[config.mk]
export PLATFORM = sky130hd
export DESIGN_NAME = cth_top
export DESIGN_NICKNAME = d
export VERILOG_FILES = /design/src/common/cth_pkg.sv /design/src/hw/cth_top.sv
export SDC_FILE = /design/constraint.sdc
export NUM_CORES = 1
export LEC_CHECK = 0
export BUFFER_PORTS_ARGS = -buffer_cell sky130_fd_sc_hd__buf_4
export CAP_MARGIN = 5
export CORE_AREA = 2 2 173 175
export CTS_CLUSTER_DIAMETER = 120
export DETAILED_ROUTE_END_ITERATION = 7
export DIE_AREA = 0 0 175 177
export GPL_TIMING_DRIVEN = 1
export PLACE_DENSITY_LB_ADDON = 0.15
export SYNTH_ARGS = -nofsm -noshare
export SYNTH_HDL_FRONTEND = slang
export SYNTH_SLANG_ARGS = --single-unit
[constraint.sdc]
create_clock -name core_clk -period 7.25 [get_ports core_clk]
set_clock_uncertainty 0.1 [all_clocks]
set_input_delay 0.3625 -clock core_clk [delete_from_list [all_inputs] [get_ports core_clk]]
set_output_delay 0.3625 -clock core_clk [all_outputs]
set_load 0.02 [all_outputs]
[src/common/cth_pkg.sv]
// Constants, field layouts and carrier types for the cyclic timer and high-side control block
package cth_pkg;

  // ------------------------------------------------------------
  // Register addresses (7-bit register address space)
  // ------------------------------------------------------------
  localparam logic [6:0] ADDR_TIMER_A = 7'h0C; // timer_a_control
  localparam logic [6:0] ADDR_TIMER_B = 7'h0D; // timer_b_control
  localparam logic [6:0] ADDR_SW_SD = 7'h10;   // switch_shutdown_control
  localparam logic [6:0] ADDR_HIGH_SIDE_CONTROL_ONE = 7'h14; // high_side_control_one

  // ------------------------------------------------------------
  // Reset values and writable-bit masks
  // ------------------------------------------------------------
  localparam logic [7:0] REG_RESET = 8'h00;
  localparam logic [7:0] TIMER_MASK = 8'h77;  // Bits 7 and 3 reserved
  localparam logic [7:0] SD_MASK = 8'h70;     // Bits 7 and 3:0 reserved
  localparam logic [7:0] HS_MASK = 8'h77;     // Bits 7 and 3 reserved

  // ------------------------------------------------------------
  // Field codes
  // ------------------------------------------------------------
  localparam logic [2:0] ON_STOP_LOW = 3'h0;  // Timer stopped, output low
  localparam logic [2:0] ON_STOP_HIGH = 3'h6; // Timer stopped, output high
  localparam logic [2:0] ON_RSVD = 3'h7;
  localparam logic [2:0] PER_RSVD = 3'h7;
  localparam logic [2:0] SEL_OFF = 3'h0;
  localparam logic [2:0] SEL_ON = 3'h1;
  localparam logic [2:0] SEL_TMR_A = 3'h2;
  localparam logic [2:0] SEL_TMR_B = 3'h3;
  localparam logic [2:0] SEL_PG_A = 3'h4;
  localparam logic [2:0] SEL_PG_B = 3'h5;

  // ------------------------------------------------------------
  // Timing: all timer figures are whole multiples of 0.1 ms ticks
  // ------------------------------------------------------------
  localparam int CLK_PERIOD_PS = 5000;        // 200 MHz core clock
  localparam int TICK_PS = 100000000;         // 0.1 ms
  localparam int TICK_CYCLES_DEF = TICK_PS / CLK_PERIOD_PS;
  localparam int TICK_W = 20;
  localparam int CNT_W = 16;
  // On-times in ticks: 0.1, 0.3, 1.0, 10, 20 ms
  localparam logic [15:0] ON_T_0P1MS = 16'h0001;
  localparam logic [15:0] ON_T_0P3MS = 16'h0003;
  localparam logic [15:0] ON_T_1MS = 16'h000A;
  localparam logic [15:0] ON_T_10MS = 16'h0064;
  localparam logic [15:0] ON_T_20MS = 16'h00C8;
  // Periods in ticks: 10, 20, 50, 100, 200 ms, 1 s, 2 s
  localparam logic [15:0] PER_T_10MS = 16'h0064;
  localparam logic [15:0] PER_T_20MS = 16'h00C8;
  localparam logic [15:0] PER_T_50MS = 16'h01F4;
  localparam logic [15:0] PER_T_100MS = 16'h03E8;
  localparam logic [15:0] PER_T_200MS = 16'h07D0;
  localparam logic [15:0] PER_T_1S = 16'h2710;
  localparam logic [15:0] PER_T_2S = 16'h4E20;

  // ------------------------------------------------------------
  // Carrier types
  // ------------------------------------------------------------
  typedef struct packed {
    logic rsv7;
    logic [2:0] on_time;
    logic rsv3;
    logic [2:0] period;
  } cth_tmr_ctrl_t;

  typedef struct packed {
    logic rsv7;
    logic overvoltage_shutdown_disable;
    logic undervoltage_shutdown_disable;
    logic supply_fault_recovery;
    logic [3:0] rsv;
  } cth_sd_ctrl_t;

  typedef struct packed {
    logic rsv7;
    logic [2:0] sw2;
    logic rsv3;
    logic [2:0] sw1;
  } cth_hs_ctrl_t;

  typedef struct packed {
    logic wr;          // One-cycle write strobe
    logic [6:0] addr;  // Register address, also selects read data
    logic [7:0] wdata; // Write data
  } cth_reg_req_t;

  typedef struct packed {
    logic [1:0] overtemp;   // Per switch, bit 0 = switch 1
    logic [1:0] overcurrent;
    logic supply_uv;
    logic supply_ov;
  } cth_fault_t;

  // Timer phase, one-hot
  typedef enum logic [2:0] {
    PH_IDLE = 3'b001,
    PH_ON = 3'b010,
    PH_OFF = 3'b100
  } cth_phase_t;

endpackage

[src/hw/cth_top.sv]
// Two cyclic timers, shutdown control and high-side switch control registers
// Functional notes
// RULE_01 - Timer A on-time codes select pulse widths
// RULE_02 - Code 110 stops timer holding output high
// RULE_03 - Timer period codes select 10 ms to 2 s
// RULE_04 - Timer B has identical fields and codes
// RULE_05 - Timer runs once assigned and on-time set
// RULE_06 - Restart switch clear also clears timer fields; the code clears them only while cyclic_sense_en is set
// RULE_07 - Cyclic sense and wake share one timer
// RULE_08 - Reserved bits always read as zero
// RULE_09 - Bit 6 set suppresses overvoltage shutdown
// RULE_10 - Bit 5 set suppresses undervoltage shutdown
// RULE_11 - Bit 4 restores prior switch state afterwards
// RULE_12 - Switch codes off, on, timer A, timer B
// RULE_13 - Codes 100/101 select pulse generators A/B
// RULE_14 - Overcurrent or overtemperature clears switch field
// RULE_15 - All registers zero on power-on, soft reset
// RULE_16 - Wake filter samples at on-time end
// RULE_17 - Hardware clears win over same-cycle writes
`timescale 1ns/100ps
`default_nettype none

module cth_top
  import cth_pkg::*;
#(
  parameter int TICK_CYCLES = TICK_CYCLES_DEF // Cycles per 0.1 ms tick
) (
  // Clock and reset
  input wire logic core_clk,
  input wire logic rst_b,
  input wire logic soft_reset,
  // Register access from the serial frame decoder
  input wire cth_reg_req_t reg_req,
  output logic [7:0] reg_rd_data,
  // Supply and switch faults from analog, asynchronous
  input wire cth_fault_t fault_in,
  // System state and pulse generators, same clock
  input wire logic restart_clear,
  input wire logic cyclic_sense_en,
  input wire logic pulse_gen_a,
  input wire logic pulse_gen_b,
  // Switch drive and timer outputs
  output logic high_side_switch_1,
  output logic high_side_switch_2,
  output logic [1:0] timer_level,
  output logic [1:0] timer_on_end
);

  // ------------------------------------------------------------
  // Decode functions
  // ------------------------------------------------------------

  // On-time code to ticks; zero for stopped or reserved codes
  function automatic logic [15:0] on_ticks(input logic [2:0] code);
    logic [15:0] t;
    unique case (code)
      3'h1: t = ON_T_0P1MS; // [RULE_01]
      3'h2: t = ON_T_0P3MS;
      3'h3: t = ON_T_1MS;
      3'h4: t = ON_T_10MS;
      3'h5: t = ON_T_20MS;
      default: t = '0;
    endcase
    return t;
  endfunction

  // Period code to ticks; zero for the reserved code
  function automatic logic [15:0] per_ticks(input logic [2:0] code);
    logic [15:0] t;
    unique case (code)
      3'h0: t = PER_T_10MS; // [RULE_03]
      3'h1: t = PER_T_20MS;
      3'h2: t = PER_T_50MS;
      3'h3: t = PER_T_100MS;
      3'h4: t = PER_T_200MS;
      3'h5: t = PER_T_1S;
      3'h6: t = PER_T_2S;
      default: t = '0;
    endcase
    return t;
  endfunction

  // Switch source selection; reserved codes keep the switch off
  function automatic logic sw_level(input logic [2:0] sel, input logic [1:0] tl,
                                    input logic pa, input logic pb);
    logic l;
    unique case (sel)
      SEL_ON: l = 1'b1;      // [RULE_12]
      SEL_TMR_A: l = tl[0];
      SEL_TMR_B: l = tl[1];
      SEL_PG_A: l = pa;      // [RULE_13]
      SEL_PG_B: l = pb;
      default: l = 1'b0;
    endcase
    return l;
  endfunction

  // Timer is in use when any switch selects it
  function automatic logic assigned(input cth_hs_ctrl_t hs, input logic [2:0] code);
    return (hs.sw1 == code) || (hs.sw2 == code);
  endfunction

  // ------------------------------------------------------------
  // Fault input synchronisers
  // ------------------------------------------------------------

  cth_fault_t sync1_q, sync2_q, sync3_q; // Three-stage chain
  cth_fault_t flt_q, flt_d;              // Accepted fault levels

  // Accept a change only once stages two and three agree
  always_comb begin
    flt_d = (sync2_q & sync3_q) | (flt_q & (sync2_q ^ sync3_q));
  end

  // First stage feeds only the second stage
  always_ff @(posedge core_clk or negedge rst_b) begin
    if (!rst_b) begin
      sync1_q <= '0;
      sync2_q <= '0;
      sync3_q <= '0;
      flt_q <= '0;
    end else begin
      sync1_q <= fault_in;
      sync2_q <= sync1_q;
      sync3_q <= sync2_q;
      flt_q <= flt_d;
    end
  end

  // ------------------------------------------------------------
  // Control registers
  // ------------------------------------------------------------

  cth_tmr_ctrl_t tmr_q [2];  // Timer A and B control
  cth_tmr_ctrl_t tmr_d [2];
  cth_sd_ctrl_t sd_q, sd_d;  // Shutdown control
  cth_hs_ctrl_t hs_q, hs_d;  // Switch control
  cth_hs_ctrl_t held_q, held_d; // Switch fields saved at supply fault
  logic shut_q, shut_d;      // Supply shutdown active last cycle
  logic shut_now;            // Supply shutdown requested this cycle
  logic [7:0] rd_d;          // Read data next value
  logic [7:0] rd_q;

  // Shutdown only acts when its disable bit is clear
  always_comb begin
    shut_now = (flt_q.supply_ov && !sd_q.overvoltage_shutdown_disable) // [RULE_09]
      || (flt_q.supply_uv && !sd_q.undervoltage_shutdown_disable);    // [RULE_10]
  end

  // Writes first, hardware clears after, so hardware wins a same-cycle race
  always_comb begin
    tmr_d = tmr_q;
    sd_d = sd_q;
    hs_d = hs_q;
    held_d = held_q;
    shut_d = shut_now;
    // Software writes, reserved bits masked off
    if (reg_req.wr) begin
      unique case (reg_req.addr)
        ADDR_TIMER_A: tmr_d[0] = cth_tmr_ctrl_t'(reg_req.wdata & TIMER_MASK); // [RULE_05]
        ADDR_TIMER_B: tmr_d[1] = cth_tmr_ctrl_t'(reg_req.wdata & TIMER_MASK); // [RULE_04]
        ADDR_SW_SD: sd_d = cth_sd_ctrl_t'(reg_req.wdata & SD_MASK);          // [RULE_08]
        ADDR_HIGH_SIDE_CONTROL_ONE: hs_d = cth_hs_ctrl_t'(reg_req.wdata & HS_MASK);
        default: ;
      endcase
    end
    // Supply fault onset: remember or drop the switch fields
    if (shut_now && !shut_q) begin
      if (sd_q.supply_fault_recovery) begin
        held_d = hs_d; // [RULE_11]
      end else begin
        hs_d.sw1 = SEL_OFF; // [RULE_11]
        hs_d.sw2 = SEL_OFF;
        held_d = '0;
      end
    end
    // Supply fault removal restores the saved fields
    if (!shut_now && shut_q && sd_q.supply_fault_recovery) begin
      hs_d = held_q; // [RULE_11]
    end
    // Per-switch overcurrent or overtemperature clears that field
    if (flt_q.overcurrent[0] || flt_q.overtemp[0]) begin
      hs_d.sw1 = SEL_OFF; // [RULE_14] [RULE_17]
      held_d.sw1 = SEL_OFF;
    end
    if (flt_q.overcurrent[1] || flt_q.overtemp[1]) begin
      hs_d.sw2 = SEL_OFF; // [RULE_14] [RULE_17]
      held_d.sw2 = SEL_OFF;
    end
    // Restart clear; timers follow when cyclic sensing is in use
    if (restart_clear) begin
      hs_d = '0;
      held_d = '0;
      if (cyclic_sense_en) begin
        tmr_d[0] = '0; // [RULE_06]
        tmr_d[1] = '0;
      end
    end
    // Soft reset returns everything to zero
    if (soft_reset) begin
      tmr_d[0] = REG_RESET; // [RULE_15]
      tmr_d[1] = REG_RESET;
      sd_d = REG_RESET;
      hs_d = REG_RESET;
      held_d = REG_RESET;
    end
    // Read mux, reserved bits are zero by construction
    unique case (reg_req.addr)
      ADDR_TIMER_A: rd_d = tmr_q[0]; // [RULE_08]
      ADDR_TIMER_B: rd_d = tmr_q[1];
      ADDR_SW_SD: rd_d = sd_q;
      ADDR_HIGH_SIDE_CONTROL_ONE: rd_d = hs_q;
      default: rd_d = '0;
    endcase
  end

  // Register stage for control state
  always_ff @(posedge core_clk or negedge rst_b) begin
    if (!rst_b) begin
      tmr_q[0] <= REG_RESET; // [RULE_15]
      tmr_q[1] <= REG_RESET;
      sd_q <= REG_RESET;
      hs_q <= REG_RESET;
      held_q <= REG_RESET;
      shut_q <= 1'b0;
      rd_q <= REG_RESET;
    end else begin
      tmr_q <= tmr_d;
      sd_q <= sd_d;
      hs_q <= hs_d;
      held_q <= held_d;
      shut_q <= shut_d;
      rd_q <= rd_d;
    end
  end

  // ------------------------------------------------------------
  // Tick prescaler and cyclic timers
  // ------------------------------------------------------------

  logic [TICK_W-1:0] tick_cnt_q, tick_cnt_d; // Cycles within a tick
  logic tick;                                // One-cycle tick pulse
  cth_phase_t phase_q [2];
  cth_phase_t phase_d [2];
  logic [CNT_W-1:0] cnt_q [2]; // Ticks elapsed in the period
  logic [CNT_W-1:0] cnt_d [2];
  logic [1:0] lvl_q, lvl_d;    // Timer output levels
  logic [1:0] end_q, end_d;    // On-time end pulses

  // One pulse and one prescaler serve both timers, so both count on the same ticks; each starts its own period when enabled
  always_comb begin
    tick = (tick_cnt_q == TICK_W'(TICK_CYCLES - 1));
    tick_cnt_d = tick ? '0 : tick_cnt_q + TICK_W'(1);
  end

  // Each timer free-runs while assigned with a running on-time code and a non-reserved period code
  always_comb begin
    logic run;
    logic [CNT_W-1:0] nxt;
    run = 1'b0;
    nxt = '0;
    for (int i = 0; i < 2; i++) begin
      phase_d[i] = phase_q[i];
      cnt_d[i] = cnt_q[i];
      end_d[i] = 1'b0;
      run = assigned(hs_q, i[0] ? SEL_TMR_B : SEL_TMR_A) // [RULE_05]
        && (on_ticks(tmr_q[i].on_time) != '0)
        && (tmr_q[i].period != PER_RSVD);                 // [RULE_03]
      nxt = cnt_q[i] + CNT_W'(1);
      if (!run) begin
        phase_d[i] = PH_IDLE;
        cnt_d[i] = '0;
      end else if (phase_q[i] == PH_IDLE) begin
        phase_d[i] = PH_ON; // Starts on the first cycle it is enabled
      end else if (tick) begin
        if (nxt >= per_ticks(tmr_q[i].period)) begin
          cnt_d[i] = '0;
          phase_d[i] = PH_ON;
        end else begin
          cnt_d[i] = nxt;
          if (nxt >= on_ticks(tmr_q[i].on_time)) begin
            phase_d[i] = PH_OFF;
          end
        end
        // Same pulse feeds wake sampling and cyclic sensing alike
        end_d[i] = (phase_q[i] == PH_ON) && (phase_d[i] == PH_OFF); // [RULE_07] [RULE_16]
      end
      // Stopped timers hold low or high as the on-time code says
      lvl_d[i] = run ? (phase_d[i] == PH_ON)                   // [RULE_01]
                     : (tmr_q[i].on_time == ON_STOP_HIGH);      // [RULE_02]
    end
  end

  // Register stage for the timers
  always_ff @(posedge core_clk or negedge rst_b) begin
    if (!rst_b) begin
      tick_cnt_q <= '0;
      phase_q[0] <= PH_IDLE;
      phase_q[1] <= PH_IDLE;
      cnt_q[0] <= '0;
      cnt_q[1] <= '0;
      lvl_q <= '0;
      end_q <= '0;
    end else begin
      tick_cnt_q <= tick_cnt_d;
      phase_q <= phase_d;
      cnt_q <= cnt_d;
      lvl_q <= lvl_d;
      end_q <= end_d;
    end
  end

  // ------------------------------------------------------------
  // Switch drive
  // ------------------------------------------------------------

  logic [1:0] hs_out_q, hs_out_d;

  // Supply shutdown overrides every source; fields are left for recovery only when bit 4 is set
  always_comb begin
    hs_out_d[0] = !shut_now && sw_level(hs_q.sw1, lvl_q, pulse_gen_a, pulse_gen_b); // [RULE_12]
    hs_out_d[1] = !shut_now && sw_level(hs_q.sw2, lvl_q, pulse_gen_a, pulse_gen_b); // [RULE_13]
  end

  // Register stage for the switch drive
  always_ff @(posedge core_clk or negedge rst_b) begin
    if (!rst_b) begin
      hs_out_q <= '0;
    end else begin
      hs_out_q <= hs_out_d;
    end
  end

  // ------------------------------------------------------------
  // Outputs, all straight from flip-flops
  // ------------------------------------------------------------

  assign reg_rd_data = rd_q;
  assign high_side_switch_1 = hs_out_q[0];
  assign high_side_switch_2 = hs_out_q[1];
  assign timer_level = lvl_q;
  assign timer_on_end = end_q;

endmodule

`default_nettype wire

Word-level counts from Yosys, hierarchy flattened
Cells that the tools add are included.
{"block": "op_classes", "magnitude_cmp": 4, "n_bitwise": 4, "n_reduce_logical": 34, "eq_ne": 53, "n_addsub": 3, "n_mux": 80}
{"op": "$mux W16", "count": 26}
{"op": "$pmux W15 S7", "count": 2}
{"op": "$mux W8", "count": 14}
{"op": "$pmux W8 S5", "count": 2}
{"op": "$mux W3", "count": 24}
{"op": "$ge A16 B16 Y1", "count": 4}
{"op": "$eq A3 B3 Y1 const B", "count": 18}
{"op": "$eq A3 B2 Y1 const B", "count": 16}
{"op": "$add A16 B1 Y16 const B", "count": 2}
{"op": "$pmux W8 S4", "count": 1}
{"op": "$reduce_bool A16 Y1", "count": 2}
{"op": "$eq A3 B1 Y1 const B", "count": 8}
{"op": "$add A20 B1 Y20 const B", "count": 1}
{"op": "$eq A20 B15 Y1 const B", "count": 1}
{"op": "$mux W20", "count": 1}
{"op": "$eq A7 B4 Y1 const B", "count": 2}
{"op": "$eq A7 B5 Y1 const B", "count": 2}
{"op": "$logic_and A1 B1 Y1", "count": 13}
{"op": "$and A6 B6 Y6", "count": 2}
{"op": "$pmux W1 S5", "count": 2}
{"op": "$mux W1", "count": 8}
{"op": "$ne A2 B2 Y1 const B", "count": 4}
{"op": "$reduce_bool A4 Y1", "count": 2}
{"op": "$logic_not A3 Y1", "count": 2}
{"op": "other kinds (8)", "count": 19}
{"block": "totals", "output_inout_bits": 14, "register_bits": 137, "inputBits": 29}

Depth between registers and ports, before layout
Gate-level depths: netlist (run 1).
{"block": "logic_depth", "ltp_word": 22, "mapped_depth": 14, "ltp_nobuf": 13}

Least setup slack after synthesis (run 1)
No wires, ideal clock.
{"block": "synth_timing", "path_type": "register -> register", "start": "reg cnt_q[0] (netlist name)", "end": "reg lvl_q[1] (netlist: timer_level[1])", "arrival_ns": 3.079, "path_slack_ns": 3.951, "stages_incl_launch_ff": 14, "synth_period_minus_slack_ns": 3.299, "n_path_buf": 0, "cell_sequence": "dfrtp_1 -> nand3_1 -> nor2_1 -> nand3_1 -> and2_1 -> or2_2 -> ha_1 -> and3_1 -> a221oi_1 -> a211o_1 -> o211a_1 -> nor3_1 -> a311o_2 -> a31o_2"}
{"element": "start: declaration", "line_no": "cth_top.sv:245", "rtl": "logic [CNT_W-1:0] cnt_q [2];"}
{"element": "start signal: assignment", "line_no": "cth_top.sv:307", "rtl": "cnt_q <= cnt_d;"}
{"element": "end signal: assignment", "line_no": "cth_top.sv:308", "rtl": "lvl_q <= lvl_d;"}
{"element": "end: declaration", "line_no": "cth_top.sv:247", "rtl": "logic [1:0] lvl_q, lvl_d;"}

Worst setup path after layout (run 1)
{"block": "layout_timing", "start": "reg cnt_q[0] (netlist name)", "end": "reg cnt_q[7] (netlist name)"}
{"block": "layout_via", "elab_chain_cells": 6}
{"element": "$add A16 B1 Y16 (*)", "line_no": "cth_top.sv:269", "rtl": "nxt = cnt_q[i] + CNT_W'(1);"}
{"element": "$ge A16 B16 Y1", "line_no": "cth_top.sv:276", "rtl": "if (nxt >= per_ticks(tmr_q[i].period)) begin"}
{"element": "$mux W16 (*)", "line_no": "cth_top.sv:276"}
{"element": "$mux W16 (*)", "line_no": "cth_top.sv:275", "rtl": "end else if (tick) begin"}
{"element": "$mux W16 (*)", "line_no": "cth_top.sv:273", "rtl": "end else if (phase_q[i] == PH_IDLE) begin"}
{"element": "$mux W16 (*)", "line_no": "cth_top.sv:270", "rtl": "if (!run) begin"}
Mark *: on every way between the ends. The rest lies on a longest branch, timed or not. The select of a mux whose other input is x is not followed.
A chain may end at the register's enable or synchronous reset.

==> results, run 1 <==
- The wire length of the first global-routing pass is 32700 um.
- The largest individual stage delay along the critical path comes from the cell sky130_fd_sc_hd__nor3_2.
- Once layout is complete, the cells apart from fillers number 1247.
- Buffers added to address setup during post-CTS repair amount to 0.
- The slew at the pin closest to its max-slew limit is 1.10 ns.
- Setup repair after global routing left no endpoint under its margin.
- The net count after synthesis is 885.
- Summing all placed instances gives a cell area of 0.00848 mm^2.
- Of all flip-flops after synthesis, the portion carrying an async set or reset was 100%.
- The period utilization is 57.7%.
- The count of final setup violators is 0.
- Clock tree synthesis inserted a total of 17 buffers.
- The cell family with the largest share of critical-path delay is simple AND/OR/NAND/NOR gates.
- The count of nets left with antenna violations once routing finished came out at 0.
- The max-slew violation total from the final report is 0.
- The leakage power is 4.26 nW.
- The full die area is 0.0310 mm^2.
- In the final routed layout, each cell accounts on average for 15.7 um.
- Pin placement for this block handled 43 I/O pins.
- The post-cts sizing count is 0.
- The number of DRC markers after the initial detailed-route iteration is 366.
- The final worst setup slack is 3.07 ns.
- The first-pass detailed-route iteration total is 4.
- The combined buffer and inverter count along the critical path is 0.
- The number of global-route vias before repair came to 5947.
- The total of hold buffers inserted after clock tree synthesis is 7.
- The number of antenna diodes in the final layout is 0.
- The count of max-cap constraint violations is 0.
- The worst slew margin relative to its limit is 26.6%.
- The die width is 175 um.
- The clock network latency to the later pin of the worst-skew pair is 0.43 ns.
- The number of placed instances, taps included, is 1208.
- The starting density of the core is 26.6%.
- The areal power density over the cells is 184 mW/mm^2.
- The count of input and output buffers is 40.
- The mean cell area of the mapped netlist is 9.69 um^2.
- The post-detailed-route DRC marker count is 0.
- The sort of element at the end of the critical path is a flip-flop.
- The setup path with the least slack is of type reg2reg.
- VDD sags by at most 0.159 mV.
- The routed wire length is 19500 um.
- The worst hold path belongs to the class in2reg.
- The worst path in the final design needs a cycle of 4.18 ns, including I/O delays and setup.
- The count of flip-flops with a built-in enable after synthesis is 0.
- In this design, the stage delay of the slowest critical-path cell is 0.65 ns.
- The design draws 1.69 mW.
- Walking the worst path, the cells encountered are nand3_1 -> nor2_1 -> nand3_1 -> and2_1 -> or2_2 -> ha_1 -> and3_1 -> a221oi_1 -> a211o_1 -> o211ai_1 -> nor3_2 -> o21ai_0 -> nand2_1.
- The required time at the endpoint of the critical path is 7.52 ns.
- The number of endpoints with negative hold slack in the final report was 0.
- The synthesis warning total is 0.
- The register bit total from synthesis is 132.
- The detail-routed via count per cell is 4.73.
- The die outline height is 177 um.
- The final total negative setup slack is 0 ns.
- The flow ran to the end, and the final reports show no timing, DRC or antenna violations.
- STA classifies the critical path startpoint as a flip-flop.
- The buffer depth of the longest clock path is 2.
- The CTS sink count is 132.
- The count of standard-cell rows is 63.
- The library cell used most frequently in the layout, excluding fill and tap cells, is sky130_fd_sc_hd__dfrtp_1.
- The maximum net fanout on the critical path is 9.
- Entering global routing, the biggest net connects 77 pins.
- The share of cells above drive strength 1 is 12.3%.
- The most used cell along the critical path is sky130_fd_sc_hd__nand3_1.
- The clock transition at the registers of the reported paths is 0.07 ns.
- Global routing finished with a remaining overflow of 0.
- The post-synth design cell area is 0.00778 mm^2.
- The core box area is 0.0292 mm^2.
- STA puts the critical path data arrival time at 4.45 ns.
- The finished cells cover 0.00915 mm^2.
- TritonCTS built the clock tree.
- At the placement stage, the worst setup path has a slack of 3.05 ns.
- CTS built an H-tree with a depth of 4.
- The gate count after technology mapping is 803.
- The total global-route track usage is 13.4%.
- Once detailed placement completed, the half-perimeter wirelength came to 14100 um.
- The distinct cell type count of the synthesized netlist is 74.
- Static timing analysis puts the maximum clock frequency at 239 MHz.
- The share of synthesized area occupied by flip-flops and latches is 42.5%.
- The top cell types in the final layout, fill and taps aside, are 130 x sky130_fd_sc_hd__dfrtp_1, 83 x sky130_fd_sc_hd__nand2_1, 62 x sky130_fd_sc_hd__nor2_1.
- The most used flip-flop cell after synthesis is sky130_fd_sc_hd__dfrtp_1.
- The clock root buffer master is sky130_fd_sc_hd__clkbuf_16.
- The number of antenna violations at the first check in global routing is 0.
- The number of nets in the layout is 926.
- At the end of routability-driven placement, the weighted congestion stood at 0.753.
- Detailed routing inserted a total of 5904 vias.
- The area growth from synthesis to layout is 17.7%.
-- Yosys cell counts, types with 4 or more instances --
master,number,area [um^2]
sky130_fd_sc_hd__and2_1,6,37.5
sky130_fd_sc_hd__mux2i_1,36,360
sky130_fd_sc_hd__inv_1,27,101
sky130_fd_sc_hd__a31o_2,4,35.0
sky130_fd_sc_hd__or2_2,6,37.5
sky130_fd_sc_hd__o22ai_1,4,25.0
sky130_fd_sc_hd__nand4_1,26,163
sky130_fd_sc_hd__a21o_1,20,150
sky130_fd_sc_hd__xor2_1,23,201
sky130_fd_sc_hd__nor3b_1,8,60.1
sky130_fd_sc_hd__o21ai_0,36,180
sky130_fd_sc_hd__nand3b_1,7,52.6
sky130_fd_sc_hd__buf_2,7,35.0
sky130_fd_sc_hd__dfrtp_1,130,3250
sky130_fd_sc_hd__a21oi_1,35,175
sky130_fd_sc_hd__and4_1,6,52.6
sky130_fd_sc_hd__nor2b_1,10,62.6
sky130_fd_sc_hd__nor3_1,16,80.1
sky130_fd_sc_hd__and3_1,20,125
sky130_fd_sc_hd__nand3_1,28,140
sky130_fd_sc_hd__nor2_1,62,233
sky130_fd_sc_hd__a22o_1,15,131
sky130_fd_sc_hd__clkbuf_1,16,60.1
sky130_fd_sc_hd__nand2b_1,12,75.1
sky130_fd_sc_hd__xnor2_1,22,193
sky130_fd_sc_hd__o21bai_1,5,37.5
sky130_fd_sc_hd__nor4_1,6,37.5
sky130_fd_sc_hd__ha_1,53,663
sky130_fd_sc_hd__or3_1,6,37.5
sky130_fd_sc_hd__nor4b_1,4,35.0
sky130_fd_sc_hd__nand2_1,83,312
-- stage by stage --
step | util [%] | hold slack [ns]
3_5_place_dp | 29.0 | 0.235
6_report | 31.3 | 0.0418
3_3_place_gp | 29.0 | 0.232
5_1_grt | 31.3 | 0.0240
2_1_floorplan | - | -0.0331
4_1_cts | 31.3 | 0.00932
-- registers in the layout, indices dropped and copies added (netlist names) --
register and flops:
sync2_q 6, tmr_q 16, timer_level 2, shut_q 1
reg_rd_data 8, tick_cnt_q 20, hs_out_q 2, sync3_q 6
hs_q 8, sync1_q 6, held_q 8, flt_q 6
phase_q 6, timer_on_end 2, sd_q 3, cnt_q 32
-- logic make-up after synthesis --
group	Yosys count	share of synthesized area, %
xor gates and xnor gates	45	5.07
adders and majority gates	53	8.53
buffers and inverters	55	2.85
DFF	132	42.5
muxes	36	4.63
AOI/OAI and AO/OA	157	13.9
and+or+nand+nor	325	22.5
-- report_power, final --
part	total, mW	switching [mW]	internal [mW]
clock	0.880	0.412	0.467
sequential	0.751	0.00510	0.746
combinational	0.0570	0.0357	0.0213
-- final cells by class --
type	count	area (um^2)
tap	390	488
sequential	132	3310
timing repair buffer	50	397
inverter	27	101
clock inverter	15	180
fill	3059	20100
clock buffer	17	425
multi-input combinational	616	4260
-- routing by layer --
metal / wire length (um) / track usage (%) / vias to the layer above / share of wire, %
met3: 411 / 2.53 / 18 / 2.1
li1: - / - / 2992 / -
met1: 9700 / 18.2 / 2837 / 50
met4: 304 / 4.41 / 0 / 1.6
met2: 9120 / 21.5 / 57 / 47
met5: 0 / 0 / - / 0
-- worst register-to-register path: cells and delay by family (launching register included) --
kind            cells  cell delay, ns
simple gates        8            2.32
compound gates      4            0.91
flops               1            0.49
fa+ha+maj           1            0.31
-- worst paths after layout --
check                            from          to  cells after the start  slack (ns)
min in group asynchronous       rst_b   cnt_q[30]                      2        0.46
max                          cnt_q[0]    cnt_q[7]                     13        3.07
min reg2reg                sync1_q[0]  sync2_q[0]                      0        0.25
max in group asynchronous       rst_b   held_q[4]                      3        5.38
max reg2reg                  cnt_q[0]    cnt_q[7]                     13        3.07
min                        soft_reset     sd_q[4]                      2        0.04
Power figures use the tool's default switching activity.
==> run 2, diff against run 1 <==
clock period = 4.3 ns   (was 7.25 ns; I/O delays follow)
==> results, run 2 (synthesized netlist as in run 1, its figures left out) <==
- The TritonCTS clock tree is done (unchanged).
- The number of DRC markers after the initial detailed-route iteration is 339 (was 366).
- Unrepaired setup endpoints after global routing: no (unchanged).
- The top register by number of flip-flops is cnt_q (unchanged).
- The number of fillers in the final layout is 3029 (was 3059).
- The delay of the slowest cell on the worst path is 0.53 ns (was 0.65 ns).
- The leakage power is 4.34 nW (was 4.26 nW).
- The kind of critical path is reg2reg (unchanged).
- The origin of the worst setup path is cnt_q[2] (was cnt_q[0]).
- The number of endpoints with negative hold slack in the final report is 0 (unchanged).
- The switching fraction of total power is 25.3% (was 26.8%).
- The share of cells above drive strength 1 was 12.9% (was 12.3%).
- The worst slew margin relative to its limit is 41.9% (was 26.6%).
- The worst reg2reg path depth is 13 (unchanged).
- The wire length per cell was 15.5 um (was 15.7 um).
- The detailed-placement wirelength estimate came to 14200 um (was 14100 um).
- The termination of the worst setup path was timer_level[1] (was cnt_q[7]).
- The number of antenna violations at the first check in global routing was 0 (unchanged).
- The routability congestion estimate from global placement was 0.741 (was 0.753).
- Biggest registers after layout: cnt_q: 32 flops, tick_cnt_q: 20 flops, tmr_q: 16 flops (unchanged).
- The number of CTS-inserted buffers came to 17 (unchanged).
- The depth of the CTS H-tree is 4 (unchanged).
- The worst flop-to-flop path startpoint is cnt_q[2] (was cnt_q[0]).
- The count of input and output buffers is 40 (unchanged).
- The maximum net fanout on the critical path is 9 (unchanged).
- The type of the tightest min-delay check is in2reg (unchanged).
- The post-detailed-route DRC marker count is 0 (unchanged).
- The buffer depth of the longest clock path is 2 (unchanged).
- The highest attainable clock frequency came to 267 MHz (was 239 MHz).
- The clock root buffer master was sky130_fd_sc_hd__clkbuf_16 (unchanged).
- The max-slew violation total from the final report is 0 (unchanged).
- The leading cell type in the layout, fill and taps excluded is sky130_fd_sc_hd__dfrtp_1 (unchanged).
- The via count of the routed design is 5978 (was 5904).
- The buffers inserted during post-CTS setup optimization is 0 (unchanged).
- The part of the power in registers is 44.3% (was 44.5%).
- The clock transition at the registers of the reported paths came to 0.07 ns (about the same).
- The setup slack on the worst flop-to-flop path is 0.56 ns (was 3.07 ns).
- The worst ir drop on vdd came to 0.241 mV (was 0.159 mV).
- The die width was 175 um (unchanged).
- The number of antenna-violating nets in the routed design is 0 (unchanged).
- The startpoint of the lowest-slack hold path is restart_clear (was soft_reset).
- The startpoint kind of the worst setup timing path is a flip-flop (unchanged).
- The hold slack is 0.0593 ns (was 0.0418 ns).
- The count of standard-cell rows came to 63 (unchanged).
- The CTS sink count is 132 (unchanged).
- The areal power density over the cells is 307 mW/mm^2 (was 184 mW/mm^2).
- The total congestion overflow is 0 (unchanged).
- The sort of element at the end of the critical path is a flip-flop (unchanged).
- The maximum number of pins on one net before global-route repair is 78 (was 77).
- The terminus of the critical flop-to-flop path is timer_level[1] (was cnt_q[7]).
- The highest-delay cell along the critical path is sky130_fd_sc_hd__dfrtp_1 (was sky130_fd_sc_hd__nor3_2).
- The starting density of the core is 26.6% (unchanged).
- The clock network latency to the later pin of the worst-skew pair is 0.43 ns (about the same).
- The wire length of the first global-routing pass is 32400 um (was 32700 um).
- The number of flip-flops under the largest register name is 32 (unchanged).
- The detail-routed via count per cell is 4.73 (about the same).
- The period utilization is 87.0% (was 57.7%).
- The combinational share of power is 3.6% (was 3.4%).
- The count of final setup violators is 0 (unchanged).
- The area growth from synthesis to layout is 19.5% (was 17.7%).
- The required time at the endpoint of the critical path is 4.51 ns (was 7.52 ns).
- Result of the run: finished clean (unchanged).
- The number of primary I/O pins came to 43 (unchanged).
- The minimum period implied by the final worst setup slack is 3.74 ns (was 4.18 ns).
- The core box area is 0.0292 mm^2 (unchanged).
- The routed wire length came to 19600 um (was 19500 um).
- The count of max-cap constraint violations is 0 (unchanged).
- The full die area came to 0.0310 mm^2 (unchanged).
- The switching power summed over all nets is 723 uW (was 453 uW).
- The number of nets in the layout is 942 (was 926).
- The first-pass detailed-route iteration total is 4 (unchanged).
- The die outline height is 177 um (unchanged).
- The internal portion of total power is 2.13 mW (was 1.23 mW).
- The antenna diode count is 0 (unchanged).
- The total global-route track usage is 13.4% (about the same).
- Cell chain of the critical path: nand2_1 -> nor2_1 -> nand3_1 -> and2_1 -> or2_2 -> ha_1 -> and3_1 -> a221oi_1 -> a211o_1 -> o211a_1 -> nor3_1 -> a311o_2 -> a31o_2 (was nand3_1 -> nor2_1 -> nand3_1 -> and2_1 -> or2_2 -> ha_1 -> and3_1 -> a221oi_1 -> a211o_1 -> o211ai_1 -> nor3_2 -> o21ai_0 -> nand2_1).
- The number of global-route vias before repair is 5912 (was 5947).
- The slew at the pin closest to its max-slew limit is 0.868 ns (was 1.10 ns).
- The clock network fraction of design power is 52.1% (about the same).
- The final total negative setup slack was 0 ns (unchanged).
- Commonest cells after routing, fill and taps aside: 130 x sky130_fd_sc_hd__dfrtp_1, 83 x sky130_fd_sc_hd__nand2_1, 62 x sky130_fd_sc_hd__nor2_1 (unchanged).
- The data arrival time at the worst-slack endpoint is 3.95 ns (was 4.45 ns).
[run 2: metal layers]
metal  GRT usage [%]  up-vias  share of wire (%)
met2            21.2       52                 47
met5               0        -                  0
met3            2.45        9                2.2
met4            3.82        0               0.76
met1            18.6     2893                 50
li1                -     3024                  -
[run 2: power groups by stage]
stage,Sequential (mW),Clock (mW),Combinational [mW]
after global routing,1.27,1.58,0.117
after CTS,1.27,1.54,0.107
after detailed placement,1.29,0,0.0960
final,1.27,1.49,0.103
after floorplan,1.29,0,0.0337
after global placement,1.29,0,0.0966
[run 2: critical path, delay by kind of cell (launching register included)]
kind | cells | cell delay (ns)
AOI/OAI and AO/OA | 5 | 1.28
adders and majority gates | 1 | 0.32
DFF | 1 | 0.53
and+or+nand+nor | 7 | 1.37
[run 2: worst min path at each step]
stage / to / slack, ns / cells after the start
global route: tmr_q[3] / 0.05 / 3
CTS: tmr_q[3] / 0.04 / 3
global placement: cnt_q[28] / 0.23 / 1
finish: held_q[3] / 0.06 / 3
floorplan: cnt_q[0] / -0.18 / 0
detailed placement: cnt_q[28] / 0.22 / 1
[run 2: layout make-up]
cell class	count	area (um^2)	share of cell area (%)
clock inverters	15	179	1.93
clock buffers	17	425	4.58
repair buffers	66	537	5.78
well taps	390	488	5.25
inverters	27	101	1.09
multi-input cells	616	4260	45.8
flip-flops and latches	132	3310	35.6
[run 2: stage by stage]
step / util [%] / total power [mW] / setup slack (ns) / cells / cell area (um^2)
5_1_grt: 31.8 / 2.97 / 0.293 / 1263 / 9290
6_report: 31.8 / 2.86 / 0.558 / 1263 / 9290
2_1_floorplan: - / 1.32 / 1.00 / 803 / 7780
4_1_cts: 31.8 / 2.91 / 0.570 / 1263 / 9290
3_3_place_gp: 29.2 / 1.39 / 0.606 / 1216 / 8540
3_5_place_dp: 29.2 / 1.39 / 0.596 / 1216 / 8540
[run 2: what timing repair did]
item                      CTS  global route
hold buffers               15             0
resized for setup           0             0
hold endpoints to repair   94             0
==> run 3, diff against run 2 <==
ABC_AREA = 1   (was not set)
CORE_AREA = 2 2 175 177   (was 2 2 173 175)
CTS_CLUSTER_SIZE = 25   (was not set)
DIE_AREA = 0 0 177 179   (was 0 0 175 177)
clock period = 3.8 ns   (was 4.3 ns; I/O delays follow)
==> results, run 3 <==
- The number of CTS-inserted buffers is 17 (unchanged).
- The clock transition at the registers of the reported paths came to 0.07 ns (about the same).
- The most used flip-flop cell after synthesis is sky130_fd_sc_hd__dfrtp_1 (unchanged).
- The die outline height was 179 um (was 177 um).
- The buffer depth of the longest clock path is 2 (unchanged).
- The total global-route track usage was 13.6% (was 13.4%).
- The count of flip-flops with a built-in enable after synthesis is 0 (unchanged).
- Top area cells in the synthesized netlist: sky130_fd_sc_hd__dfrtp_1 41%, sky130_fd_sc_hd__nand2_1 9.8%, sky130_fd_sc_hd__ha_1 8.3%, sky130_fd_sc_hd__inv_1 8.3%, sky130_fd_sc_hd__o21ai_0 3.5% (was sky130_fd_sc_hd__dfrtp_1 42%, sky130_fd_sc_hd__ha_1 8.5%, sky130_fd_sc_hd__mux2i_1 4.6%, sky130_fd_sc_hd__nand2_1 4.0%, sky130_fd_sc_hd__nor2_1 3.0%).
- The flip-flop and latch area was 0.00331 mm^2 (unchanged).
- The areal power density over the cells came to 335 mW/mm^2 (was 307 mW/mm^2).
- The final total negative setup slack came to 0 ns (unchanged).
- The TritonCTS clock tree is done (unchanged).
- The distinct cell type count of the synthesized netlist is 48 (was 74).
- The maximum net fanout on the critical path came to 15 (was 9).
- The worst reg2reg path depth came to 21 (was 13).
- Cell chain of the critical path: ha_1 -> nand2_1 -> inv_1 -> nand2_1 -> nor2_1 -> xor2_1 -> inv_1 -> ha_1 -> nand2_1 -> o21a_1 -> nand2_1 -> nand2_1 -> nand2_1 -> nand2_1 -> nand2_1 -> nand2_1 -> nand2_1 -> inv_2 -> nand3_2 -> buf_4 -> o21ai_0 (was nand2_1 -> nor2_1 -> nand3_1 -> and2_1 -> or2_2 -> ha_1 -> and3_1 -> a221oi_1 -> a211o_1 -> o211a_1 -> nor3_1 -> a311o_2 -> a31o_2).
- The net count after synthesis is 1078 (was 885).
- The share of cells above drive strength 1 is 13.7% (was 12.9%).
- The origin of the worst setup path was cnt_q[0] (was cnt_q[2]).
- The area share of the largest cell type after synthesis is 40.8% (was 41.8%).
- The maximum number of pins on one net before global-route repair came to 84 (was 78).
- The depth of the CTS H-tree is 4 (unchanged).
- The leading cell type in the layout, fill and taps excluded is sky130_fd_sc_hd__nand2_1 (was sky130_fd_sc_hd__dfrtp_1).
- The startpoint kind of the worst setup timing path is a flip-flop (unchanged).
- The total congestion overflow is 0 (unchanged).
- The buffers inserted during post-CTS setup optimization came to 0 (unchanged).
- The area growth from synthesis to layout is 18.3% (was 19.5%).
- The full die area is 0.0317 mm^2 (was 0.0310 mm^2).
- The top register by number of flip-flops is cnt_q (unchanged).
- The clock network latency to the later pin of the worst-skew pair is 0.43 ns (about the same).
- The routability congestion estimate from global placement was 0.773 (was 0.741).
- The number of primary I/O pins is 43 (unchanged).
- The max-slew violation total from the final report is 0 (unchanged).
- The count of input and output buffers is 40 (unchanged).
- The cell area after layout is 0.00942 mm^2 (was 0.00929 mm^2).
- The terminus of the critical flop-to-flop path is cnt_q[0] (was timer_level[1]).
- The leakage power is 4.52 nW (was 4.34 nW).
- The post-detailed-route DRC marker count is 0 (unchanged).
- The clock root buffer master is sky130_fd_sc_hd__clkbuf_16 (unchanged).
- The highest-delay cell along the critical path was sky130_fd_sc_hd__dfrtp_1 (unchanged).
- The delay of the slowest cell on the worst path is 0.43 ns (was 0.53 ns).
- The post-route core utilization is 31.4% (was 31.8%).
- The number of antenna-violating nets in the routed design is 0 (unchanged).
- The first-pass detailed-route iteration total is 4 (unchanged).
- The antenna diode count is 0 (unchanged).
- The period utilization is 83.9% (was 87.0%).
- Biggest registers after layout: cnt_q: 32 flops, tick_cnt_q: 20 flops, tmr_q: 16 flops (unchanged).
- The largest area contributor in the synthesized netlist is sky130_fd_sc_hd__dfrtp_1 (unchanged).
- The post-cts sizing count was 0 (unchanged).
- The termination of the worst setup path was cnt_q[0] (was timer_level[1]).
- The slew at the pin closest to its max-slew limit is 1.06 ns (was 0.868 ns).
- The final cell count without fillers is 1468 (was 1263).
- The number of antenna violations at the first check in global routing is 0 (unchanged).
- The count of standard-cell rows is 64 (was 63).
- The CTS sink count is 132 (unchanged).
- The wire length per cell came to 13.8 um (was 15.5 um).
- The required time at the endpoint of the critical path is 4.00 ns (was 4.51 ns).
- The detailed-placement wirelength estimate is 15300 um (was 14200 um).
- Unrepaired setup endpoints after global routing: no (unchanged).
- The synthesis warning total is 0 (unchanged).
- The gate count after technology mapping was 996 (was 803).
- The detail-routed via count per cell came to 4.40 (was 4.73).
- The worst ir drop on vdd is 0.219 mV (was 0.241 mV).
- The starting density of the core was 26.5% (was 26.6%).
- The mean cell area of the mapped netlist is 8.00 um^2 (was 9.69 um^2).
- The type of the tightest min-delay check is in2reg (unchanged).
- The count of max-cap constraint violations came to 0 (unchanged).
- The number of endpoints with negative hold slack in the final report is 0 (unchanged).
- The minimum period implied by the final worst setup slack came to 3.19 ns (was 3.74 ns).
- The via count of the routed design is 6461 (was 5978).
- The post-synth design cell area came to 0.00797 mm^2 (was 0.00778 mm^2).
- Commonest cells after routing, fill and taps aside: 208 x sky130_fd_sc_hd__nand2_1, 176 x sky130_fd_sc_hd__inv_1, 130 x sky130_fd_sc_hd__dfrtp_1 (was 130 x sky130_fd_sc_hd__dfrtp_1, 83 x sky130_fd_sc_hd__nand2_1, 62 x sky130_fd_sc_hd__nor2_1).
- The setup slack on the worst flop-to-flop path is 0.61 ns (was 0.56 ns).
- The highest attainable clock frequency came to 314 MHz (was 267 MHz).
- The wire length of the first global-routing pass came to 33400 um (was 32400 um).
- The worst slew margin relative to its limit is 29.4% (was 41.9%).
- Result of the run: finished clean (unchanged).
- The register bit total from synthesis is 132 (unchanged).
- The count of final setup violators is 0 (unchanged).
- The worst flop-to-flop path startpoint is cnt_q[0] (was cnt_q[2]).
- The core box area is 0.0300 mm^2 (was 0.0292 mm^2).
- The share of synthesized area occupied by flip-flops and latches is 41.5% (was 42.5%).
- The kind of critical path is reg2reg (unchanged).
- The die width was 177 um (was 175 um).
- The number of nets in the layout is 1141 (was 942).
- The number of DRC markers after the initial detailed-route iteration is 333 (was 339).
- The number of cells in the design after placement came to 1422 (was 1216).
- The async set-reset flop share out of synthesis was 100% (unchanged).
- The number of global-route vias before repair came to 6340 (was 5912).
- The number of flip-flops under the largest register name was 32 (unchanged).
- The number of fillers in the final layout came to 3216 (was 3029).
- The sort of element at the end of the critical path is a flip-flop (unchanged).
- The data arrival time at the worst-slack endpoint came to 3.39 ns (was 3.95 ns).
- The total placed instance area is 0.00872 mm^2 (was 0.00854 mm^2).
- The most common cell in the netlist is sky130_fd_sc_hd__nand2_1 (was sky130_fd_sc_hd__dfrtp_1).
- The routed wire length is 20300 um (was 19600 um).
- The cell that appears most often on the critical path is sky130_fd_sc_hd__nand2_1.
- Cell types with the highest counts after synthesis: 208 x sky130_fd_sc_hd__nand2_1, 176 x sky130_fd_sc_hd__inv_1, 130 x sky130_fd_sc_hd__dfrtp_1 (was 130 x sky130_fd_sc_hd__dfrtp_1, 83 x sky130_fd_sc_hd__nand2_1, 62 x sky130_fd_sc_hd__nor2_1).
- The multi-input combinational cell area is 0.00385 mm^2 (was 0.00426 mm^2).
## run 3: cell types whose count changed after synthesis, moves of 17 or more
cell | before | now
sky130_fd_sc_hd__mux2i_1 | 36 | 0
sky130_fd_sc_hd__o22ai_2 | 0 | 20
sky130_fd_sc_hd__o21ai_0 | 36 | 55
sky130_fd_sc_hd__inv_1 | 27 | 176
sky130_fd_sc_hd__nand2_1 | 83 | 208
sky130_fd_sc_hd__nand3_1 | 28 | 51
sky130_fd_sc_hd__a21oi_1 | 35 | 52
sky130_fd_sc_hd__and3_1 | 20 | 2
sky130_fd_sc_hd__xnor2_1 | 22 | 0
## run 3: cells by family after synthesis
logic type | synth area share, %
compound gates | 14.2
fa+ha+maj | 8.32
buf+inv | 10.2
simple gates | 24.1
xor+xnor | 1.65
flops | 41.5
## run 3: where the power goes
group          internal (mW)  switching, mW
Clock                  0.888          0.712
Combinational         0.0450         0.0755
Sequential              1.42        0.00858
Total                   2.36          0.796
## run 3: critical path, delay by kind of cell, from the launching register on
| family | cells | cell delay [ns] |
|---|---|---|
| buffers and inverters | 4 | 0.53 |
| xor gates and xnor gates | 1 | 0.26 |
| and+or+nand+nor | 12 | 0.97 |
| AOI/OAI and AO/OA | 2 | 0.29 |
| DFF | 1 | 0.43 |
| adders and majority gates | 2 | 0.48 |
## run 3: worst min path at each step
stage,from,to,slack (ns),depth (start not counted)
4_1_cts,restart_clear,hs_q[3],0.005,4
5_1_grt,restart_clear,hs_q[3],0.03,4
6_report,restart_clear,hs_q[3],0.03,4
3_5_place_dp,fault_in[5],sync1_q[5],0.20,1
3_3_place_gp,fault_in[1],sync1_q[1],0.20,1
2_1_floorplan,rst_b,cnt_q[0],-0.21,0
## run 3: layout make-up
type                            count  area share, %
Multi-Input combinational cell    660           40.9
Clock inverter                     13           1.21
Clock buffer                       19           4.81
Timing Repair Buffer               59           5.24
Sequential cell                   132           35.1
Inverter                          189           7.53
Tap cell                          396           5.26
## run 3: per-layer routing
metal | vias to the layer above | routed length, um | global-route usage, %
li1 | 3380 | - | -
met4 | 0 | 237 | 3.86
met1 | 2972 | 9850 | 18.0
met2 | 92 | 9700 | 22.7
met3 | 17 | 538 | 2.37
met5 | - | 0 | 0
## run 3: timing repair
action                     CTS  global route
hold endpoints to repair    97             0
setup endpoints to repair    0             0
hold buffers                14             0
## run 3: stage by stage
stage	hold slack [ns]	worst slack [ns]	power, mW
floorplan	-0.206	1.07	1.49
global placement	0.200	0.591	1.57
detailed placement	0.201	0.626	1.57
CTS	0.00481	0.591	3.21
global route	0.0251	0.229	3.28
finish	0.0267	0.611	3.15
